<file path="src/dppsc_pkg.sv">
// package of constants and types for the dual-port power-state controller
// Contract
// [RQ1] port enable is pin OR shadow bit
// [RQ2] trip mode opens switch at current limit
// [RQ3] constant-current keeps switch closed until undervoltage
// [RQ4] stand-alone uses only enable pins and alerts
// [RQ5] below supply threshold: off, state lost, open
// [RQ6] sleep keeps state, wakes for bus access
// [RQ7] any channel fault means error, recorded per channel; faults on an idle channel with its enable off are ignored
// [RQ8] fault affects only its own channel
// [RQ9] active when sourcing without fault, second priority
// [RQ10] sleep only when both enables inactive
// [RQ11] after recovery period, recheck, return if clear
// [RQ12] fault beats enable in the same cycle
package dppsc_pkg;
  // ****************************************
  // register map
  // ****************************************
  localparam logic [7:0] ADDR_PORT_CONFIG_A = 8'h11;
  localparam logic [7:0] ADDR_PORT_CONFIG_B = 8'h12;
  localparam logic [7:0] ADDR_STATUS_1 = 8'h02;
  localparam logic [7:0] ADDR_STATUS_2 = 8'h03;
  localparam logic [7:0] ADDR_POWER_STATE = 8'h04;
  localparam logic [7:0] RESET_CONFIG = 8'h00;
  // configuration bit positions
  localparam int BIT_SHADOW_EN = 0;
  localparam int BIT_CC_MODE = 1;
  localparam int BIT_AUTO_RECOVER = 2;
  // status bit positions
  localparam int BIT_ST_OVERCURRENT = 0;
  localparam int BIT_ST_UNDERVOLT = 1;
  localparam int BIT_ST_OTHER = 2;
  // ****************************************
  // timing
  // ****************************************
  localparam int CLK_PERIOD_NS = 10;
  localparam int T_CYCLE_US = 20;
  localparam int T_CYCLE_CNT = (T_CYCLE_US * 1000) / CLK_PERIOD_NS;
  localparam int CNT_W = 16;
  // power states
  typedef enum logic [1:0] {PS_SLEEP, PS_ACTIVE, PS_ERROR} dppsc_state_e;
  // per-channel states
  typedef enum logic [1:0] {CH_IDLE, CH_ON, CH_FAULT} dppsc_ch_e;
endpackage

</file>
<file path="src/dppsc_regs.sv">
// register store for the two port configuration bytes
`timescale 1ns/1ps
module dppsc_regs
  import dppsc_pkg::*;
(
  input wire logic clk_i, // system clock
  input wire logic reset_n_i, // async reset, active low
  input wire logic wr_i, // write strobe
  input wire logic [7:0] addr_i, // register address
  input wire logic [7:0] wdata_i, // write data
  output logic [7:0] cfg_a_o, // port 1 configuration
  output logic [7:0] cfg_b_o // port 2 configuration
);
  // registers are retained in sleep; reset models power loss
  always_ff @(posedge clk_i or negedge reset_n_i) begin
    if (!reset_n_i) begin
      cfg_a_o <= RESET_CONFIG; // RQ5
      cfg_b_o <= RESET_CONFIG;
    end else if (wr_i) begin
      if (addr_i == ADDR_PORT_CONFIG_A) cfg_a_o <= wdata_i;
      if (addr_i == ADDR_PORT_CONFIG_B) cfg_b_o <= wdata_i;
    end
  end
endmodule

</file>
<file path="src/dppsc_channel.sv">
// one port channel: switch control, limiting and fault recovery
`timescale 1ns/1ps
module dppsc_channel
  import dppsc_pkg::*;
(
  input wire logic clk_i, // system clock
  input wire logic reset_n_i, // async reset, active low
  input wire logic enable_i, // effective enable control
  input wire logic cc_mode_i, // constant-current limiting
  input wire logic auto_recover_i, // automatic recovery
  input wire logic at_limit_i, // current reached limit
  input wire logic vbus_low_i, // port voltage below minimum
  input wire logic other_fault_i, // other fault sources
  output logic switch_on_o, // switch closed
  output logic fault_o, // in fault handling
  output logic [2:0] status_o // sticky fault record
);
  dppsc_ch_e st_q;
  logic [CNT_W-1:0] cnt_q;
  logic trip;
  logic fault_now;
  logic take_fault;

  // trip mode opens at limit; cc mode only on voltage sag
  assign trip = cc_mode_i ? vbus_low_i : at_limit_i; // RQ2 RQ3
  assign fault_now = trip || other_fault_i;
  // a fault seen with an enable request wins over turning on
  assign take_fault = fault_now && (st_q != CH_FAULT) && (st_q == CH_ON || enable_i); // RQ12

  // channel state; fault checked before enable
  always_ff @(posedge clk_i or negedge reset_n_i) begin
    if (!reset_n_i) begin
      st_q <= CH_IDLE;
      cnt_q <= '0;
    end else begin
      unique case (st_q)
        CH_IDLE, CH_ON: begin
          if (take_fault) begin
            st_q <= CH_FAULT; // RQ12 RQ8
            cnt_q <= '0;
          end else if (enable_i) begin
            st_q <= CH_ON;
          end else begin
            st_q <= CH_IDLE;
          end
        end
        CH_FAULT: begin
          if (cnt_q == CNT_W'(T_CYCLE_CNT - 1)) begin
            cnt_q <= '0;
            // recheck every condition only after the period
            if (auto_recover_i && !fault_now) begin
              st_q <= enable_i ? CH_ON : CH_IDLE; // RQ11
            end
          end else begin
            cnt_q <= cnt_q + 1'b1;
          end
        end
        // the fourth code is never entered; fall back to idle if it is
        default: begin
          st_q <= CH_IDLE;
          cnt_q <= '0;
        end
      endcase
    end
  end

  assign switch_on_o = (st_q == CH_ON);
  assign fault_o = (st_q == CH_FAULT);

  // sticky record of detected faults; kept until reset
  always_ff @(posedge clk_i or negedge reset_n_i) begin
    if (!reset_n_i) begin
      status_o <= '0;
    end else if (take_fault) begin
      status_o[BIT_ST_OVERCURRENT] <= status_o[BIT_ST_OVERCURRENT] | (at_limit_i & ~cc_mode_i);
      status_o[BIT_ST_UNDERVOLT] <= status_o[BIT_ST_UNDERVOLT] | (vbus_low_i & cc_mode_i);
      status_o[BIT_ST_OTHER] <= status_o[BIT_ST_OTHER] | other_fault_i; // RQ7
    end
  end
endmodule

</file>
<file path="src/dppsc_top.sv">
// top of the dual-port power-state controller
`timescale 1ns/1ps
module dppsc_top
  import dppsc_pkg::*;
(
  input wire logic CLK_SYS_I, // 100 MHz system clock
  input wire logic RESET_N_I, // supply-good reset, active low
  input wire logic PORT1_SWITCH_REQUEST_I, // port 1 enable pin
  input wire logic PORT2_SWITCH_REQUEST_I, // port 2 enable pin
  input wire logic PORT1_AT_LIMIT_I, // port 1 current at limit
  input wire logic PORT2_AT_LIMIT_I, // port 2 current at limit
  input wire logic PORT1_VBUS_LOW_I, // port 1 voltage below minimum
  input wire logic PORT2_VBUS_LOW_I, // port 2 voltage below minimum
  input wire logic PORT1_OTHER_FAULT_I, // port 1 other faults
  input wire logic PORT2_OTHER_FAULT_I, // port 2 other faults
  input wire logic REG_WR_I, // register write strobe
  input wire logic [7:0] REG_ADDR_I, // register address
  input wire logic [7:0] REG_WDATA_I, // register write data
  output logic [7:0] REG_RDATA_O, // register read data
  output logic PORT1_SWITCH_ON_O, // port 1 switch closed
  output logic PORT2_SWITCH_ON_O, // port 2 switch closed
  output logic PORT1_FAULT_OUT_N_O, // port 1 alert, low asserted
  output logic PORT2_FAULT_OUT_N_O, // port 2 alert, low asserted
  output logic PORT1_FAULT_OUT_N_OE_O, // port 1 alert drive enable
  output logic PORT2_FAULT_OUT_N_OE_O, // port 2 alert drive enable
  output logic [1:0] POWER_STATE_O // overall power state
);
  // ****************************************
  // configuration and enable controls
  // ****************************************
  logic [7:0] cfg_a;
  logic [7:0] cfg_b;
  logic en1;
  logic en2;
  logic sw1;
  logic sw2;
  logic flt1;
  logic flt2;
  logic [2:0] st1;
  logic [2:0] st2;
  dppsc_state_e ps_d;

  dppsc_regs u_regs (
    .clk_i(CLK_SYS_I),
    .reset_n_i(RESET_N_I),
    .wr_i(REG_WR_I),
    .addr_i(REG_ADDR_I),
    .wdata_i(REG_WDATA_I),
    .cfg_a_o(cfg_a),
    .cfg_b_o(cfg_b)
  );

  // pin and shadow bit act alike; stand-alone leaves shadows at zero
  assign en1 = PORT1_SWITCH_REQUEST_I | cfg_a[BIT_SHADOW_EN]; // RQ1 RQ4
  assign en2 = PORT2_SWITCH_REQUEST_I | cfg_b[BIT_SHADOW_EN]; // RQ1

  // ****************************************
  // channels
  // ****************************************
  dppsc_channel u_ch1 (
    .clk_i(CLK_SYS_I),
    .reset_n_i(RESET_N_I),
    .enable_i(en1),
    .cc_mode_i(cfg_a[BIT_CC_MODE]),
    .auto_recover_i(cfg_a[BIT_AUTO_RECOVER]),
    .at_limit_i(PORT1_AT_LIMIT_I),
    .vbus_low_i(PORT1_VBUS_LOW_I),
    .other_fault_i(PORT1_OTHER_FAULT_I),
    .switch_on_o(sw1),
    .fault_o(flt1),
    .status_o(st1)
  );

  dppsc_channel u_ch2 (
    .clk_i(CLK_SYS_I),
    .reset_n_i(RESET_N_I),
    .enable_i(en2),
    .cc_mode_i(cfg_b[BIT_CC_MODE]),
    .auto_recover_i(cfg_b[BIT_AUTO_RECOVER]),
    .at_limit_i(PORT2_AT_LIMIT_I),
    .vbus_low_i(PORT2_VBUS_LOW_I),
    .other_fault_i(PORT2_OTHER_FAULT_I),
    .switch_on_o(sw2),
    .fault_o(flt2),
    .status_o(st2)
  );

  // ****************************************
  // overall power state
  // ****************************************
  // error first, then active, sleep only when both idle
  always_comb begin
    if (flt1 || flt2) begin
      ps_d = PS_ERROR; // RQ7
    end else if (sw1 || sw2) begin
      ps_d = PS_ACTIVE; // RQ9
    end else begin
      ps_d = PS_SLEEP; // RQ10 RQ6
    end
  end

  // outputs registered; switches open while reset stands for power loss
  always_ff @(posedge CLK_SYS_I or negedge RESET_N_I) begin
    if (!RESET_N_I) begin
      PORT1_SWITCH_ON_O <= 1'b0; // RQ5
      PORT2_SWITCH_ON_O <= 1'b0;
      PORT1_FAULT_OUT_N_O <= 1'b0;
      PORT2_FAULT_OUT_N_O <= 1'b0;
      PORT1_FAULT_OUT_N_OE_O <= 1'b0;
      PORT2_FAULT_OUT_N_OE_O <= 1'b0;
      POWER_STATE_O <= 2'h0;
    end else begin
      PORT1_SWITCH_ON_O <= sw1; // RQ8
      PORT2_SWITCH_ON_O <= sw2;
      PORT1_FAULT_OUT_N_O <= 1'b0; // open-drain data is always low
      PORT2_FAULT_OUT_N_O <= 1'b0;
      PORT1_FAULT_OUT_N_OE_O <= flt1; // open drain: drive low only on fault
      PORT2_FAULT_OUT_N_OE_O <= flt2;
      POWER_STATE_O <= ps_d;
    end
  end

  // register reads stay available in sleep
  always_ff @(posedge CLK_SYS_I or negedge RESET_N_I) begin
    if (!RESET_N_I) begin
      REG_RDATA_O <= 8'h00;
    end else begin
      unique case (REG_ADDR_I)
        ADDR_PORT_CONFIG_A: REG_RDATA_O <= cfg_a; // RQ6
        ADDR_PORT_CONFIG_B: REG_RDATA_O <= cfg_b;
        ADDR_STATUS_1: REG_RDATA_O <= {5'h00, st1};
        ADDR_STATUS_2: REG_RDATA_O <= {5'h00, st2};
        ADDR_POWER_STATE: REG_RDATA_O <= {6'h00, ps_d};
        default: REG_RDATA_O <= 8'h00;
      endcase
    end
  end
endmodule

</file>
<file path="config.mk">
export PLATFORM = sky130hd
export DESIGN_NAME = dppsc_top
export DESIGN_NICKNAME = d
export VERILOG_FILES = /design/src/dppsc_pkg.sv /design/src/dppsc_regs.sv /design/src/dppsc_channel.sv /design/src/dppsc_top.sv
export SDC_FILE = /design/constraint.sdc
export NUM_CORES = 1
export LEC_CHECK = 0
export BUFFER_PORTS_ARGS = -buffer_cell sky130_fd_sc_hd__buf_2
export CAP_MARGIN = 25
export CORE_MARGIN = 4
export CORE_UTILIZATION = 60
export DETAILED_ROUTE_END_ITERATION = 16
export HOLD_SLACK_MARGIN = 0.12
export PLACE_DENSITY = 0.82
export SYNTH_ARGS = -nofsm -noshare
export SYNTH_HDL_FRONTEND = slang
export SYNTH_SLANG_ARGS = --single-unit
</file>
<file path="constraint.sdc">
create_clock -name CLK_SYS_I -period 5 [get_ports CLK_SYS_I]
set_input_delay 0.25 -clock CLK_SYS_I [delete_from_list [all_inputs] [get_ports CLK_SYS_I]]
set_output_delay 0.25 -clock CLK_SYS_I [all_outputs]
set_load 0.1 [all_outputs]
</file>
==> qor.csv <==
metric;value;unit
EDFF count, synth;0;
vias;2929;
# fillers;406;
Synth area leaders;dfrtp_1 51%, mux2_2 5.1%, nand2_1 4.1%;
worst min-delay path class;input pin to asynchronous set/reset pin;
area grow syn2layout;12.4;%
crit end category;register;
Post-synth ARST share;100;%
Post-CTS Setup Bufs;0;
initial antenna violation count;0;
warnings from Yosys;0;
PwrDens;440;nW/um^2
DRT Pass-1 Iters;5;
vias in the first global route;2879;
mapped cell area;3530;um^2
crit path DAT;2.55;ns
Setup Viol. Count Final;0;
hold_buf cts;0;
GR Overflow Total;0;
RSZ-0062 raised after global routing;no;
register area share after synthesis;51.0;%
Comb power frac;23.2;%
Top delay family on crit path;simple AND/OR/NAND/NOR gates;
Cell Rows;27;
synth cell count leaders;72 x dfrtp_1, 39 x nand2_1, 21 x nand3_1, 21 x o21ai_0, 18 x nor2_1;
area of the core;5610;um^2
Die Y;84.8;um
count leader, synth;dfrtp_1;
Yosys top cell area share;51.0;%
outcome;complete, no violations;
slowest CP cell;or4b_1;
starting density of the core;63.0;%
Sequential Power Share;47.1;%
Req. time, crit path;5.24;ns
Clock Latency Late Sink;0.35;ns
Sum Neg Setup Slack;0;ns
syn avg cell area;10.1;um^2
Port Buffers;40;
Seq cells post-synth;72;
slew margin rel.;39.7;%
Final ANT Viol Nets;0;
worst path bufs/invs;0;
vias per cell;6.30;
Psw;0.604;mW
fin util;70.8;%
initial drt markers;305;
Max Fclk;432;MHz
clock buffer depth;2;
DRC Markers;0;
P_int;1.14;mW
critical path class;register to register;
ANT cells;0;
Clock Power Share;29.7;%
nets;417;
worst-path fanout max;15;
R2R depth;6;
number of cells upsized or downsized after cts;0;
DIE AREA;7180;um^2
gpl congestion;0.935;
final WL;7890;um
Horiz. Die Dim;84.8;um
layout cell share with drive strength beyond 1;22.4;%
IO Pins;43;
Max-Cap Viols;0;
largest net degree at the start of global routing;73;
fin crit share;46.3;%
total track usage;23.1;%
Slew Limit Fails;0;
post-synth top area cell;dfrtp_1;
switch share;34.6;%
Post-Synthesis Cells;349;
Synth cell types;61;
WP depth;6;
Root Driver;clkbuf_8;
leak pwr;1.81;nW
first-pass GRT wire length;13400;um
fin crit period;2.32;ns
crit path cell chain;ha_1 -> or4b_1 -> nor4_4 -> nor2_1 -> and3_1 -> a211o_1;
worst-case clock skew;0.00700;ns
Post-DP HPWL;5340;um
Hold Vio Cnt, Final;0;
Worst path max stage delay;0.49;ns
Sink Count;72;
wire per inst;17.0;um
Critical Path Source Type;register;
Post-synth top flop;dfrtp_1;
peak supply drop;289;uV
CTS tree;done;
Slew @ Worst Pin;0.902;ns
CTS H-tree lvls;3;
Clk pin slew, worst setup/hold paths;0.08;ns
Inserted Clock Buffers;9;
## placed cells by master (no fill, tap or decap), types with 4 or more instances in the layout
master	Yosys	layout
nand2b_1	6	6
nor2_1	18	18
nor4_1	5	5
dfrtp_1	72	72
nand2_1	39	39
nand4_1	9	9
nor2b_1	6	6
buf_2	4	40
a22oi_1	5	5
clkbuf_8	0	9
nand3_1	21	21
o311ai_1	5	5
inv_1	10	10
a31oi_1	11	11
a21o_1	6	6
nor3_1	4	4
o21ai_0	21	21
mux2_2	16	16
a21oi_1	14	14
and3_1	6	6
## final cells by class
class	count	area, um^2	area share (%)
Sequential cell	72	1800	45.4
Multi-Input combinational cell	251	1600	40.2
Timing Repair Buffer	43	223	5.61
Clock buffer	10	128	3.21
Clock inverter	6	92.6	2.33
Tap cell	72	90.1	2.27
Inverter	11	41.3	1.04
## flip-flops by register name (all words and copies together), names as in the netlist
register and cells:
PORT2_FAULT_OUT_N_OE_O 1, u_ch2.cnt_q 16, PORT2_SWITCH_ON_O 1, u_ch2.status_o 3, u_regs.cfg_a_o 8, u_regs.cfg_b_o 8
PORT1_FAULT_OUT_N_OE_O 1, u_ch1.status_o 3, PORT1_SWITCH_ON_O 1, u_ch1.st_q 2, POWER_STATE_O 2, u_ch1.cnt_q 16
u_ch2.st_q 2, REG_RDATA_O 8
## stage by stage
stage	instance area (um^2)	total power, mW	hold slack [ns]	worst slack [ns]	cells
final	3970	1.75	0.0911	2.68	465
after global routing	3970	1.85	0.133	2.53	465
after CTS	3970	1.74	0.127	2.70	464
after detailed placement	3740	1.23	0.461	2.70	448
after global placement	3740	1.19	0.455	2.56	447
after floorplan	3540	1.11	-0.0456	3.07	350
## path summary, 6_finish.rpt
path / startpoint / endpoint / slack (ns)
min reg2reg: u_ch2.status_o[0] / u_ch2.status_o[0] / 0.48
max: u_ch1.cnt_q[0] / u_ch1.cnt_q[3] / 2.68
max reg2reg: u_ch1.cnt_q[0] / u_ch1.cnt_q[3] / 2.68
min: RESET_N_I / u_ch1.cnt_q[9] / 0.09
max in group asynchronous: RESET_N_I / u_ch1.status_o[1] / 4.33
min in group CLK_SYS_I: REG_WDATA_I[7] / u_regs.cfg_a_o[7] / 0.13
## worst reg2reg max path: cells and delay by family, from the launching register on
family | cells | cell delay [ns]
simple gates | 4 | 1.33
fa+ha+maj | 1 | 0.25
compound gates | 1 | 0.22
flops | 1 | 0.41
## per-layer routing
metal  GRT usage [%]  part of all wire [%]  vias up  routed length, um
li1                -                     -     1365                  -
met1            31.0                    43     1432               3420
met2            36.9                    49      116               3870
met3            4.12                   5.7       16                450
met4            10.1                   1.8        0                140
met5               0                     0        -                  0
## logic make-up after synthesis
group	count (synthesis)	synth area share, %
other	1	0.106
XOR/XNOR	1	0.248
multiplexers	19	5.95
adder cells (fa/ha/maj)	2	0.708
AO/OA/AOI/OAI	88	16.8
AND/OR/NAND/NOR	139	21.2
buffers and inverters	27	3.96
flip-flops	72	51.0
## power by group through the flow
stage	Combinational, mW	Sequential, mW	Clock (mW)
after CTS	0.400	0.818	0.520
after detailed placement	0.401	0.827	0
after global routing	0.456	0.840	0.550
after floorplan	0.308	0.803	0
after global placement	0.374	0.820	0
final	0.406	0.823	0.519
Power figures use the tool's default switching activity.
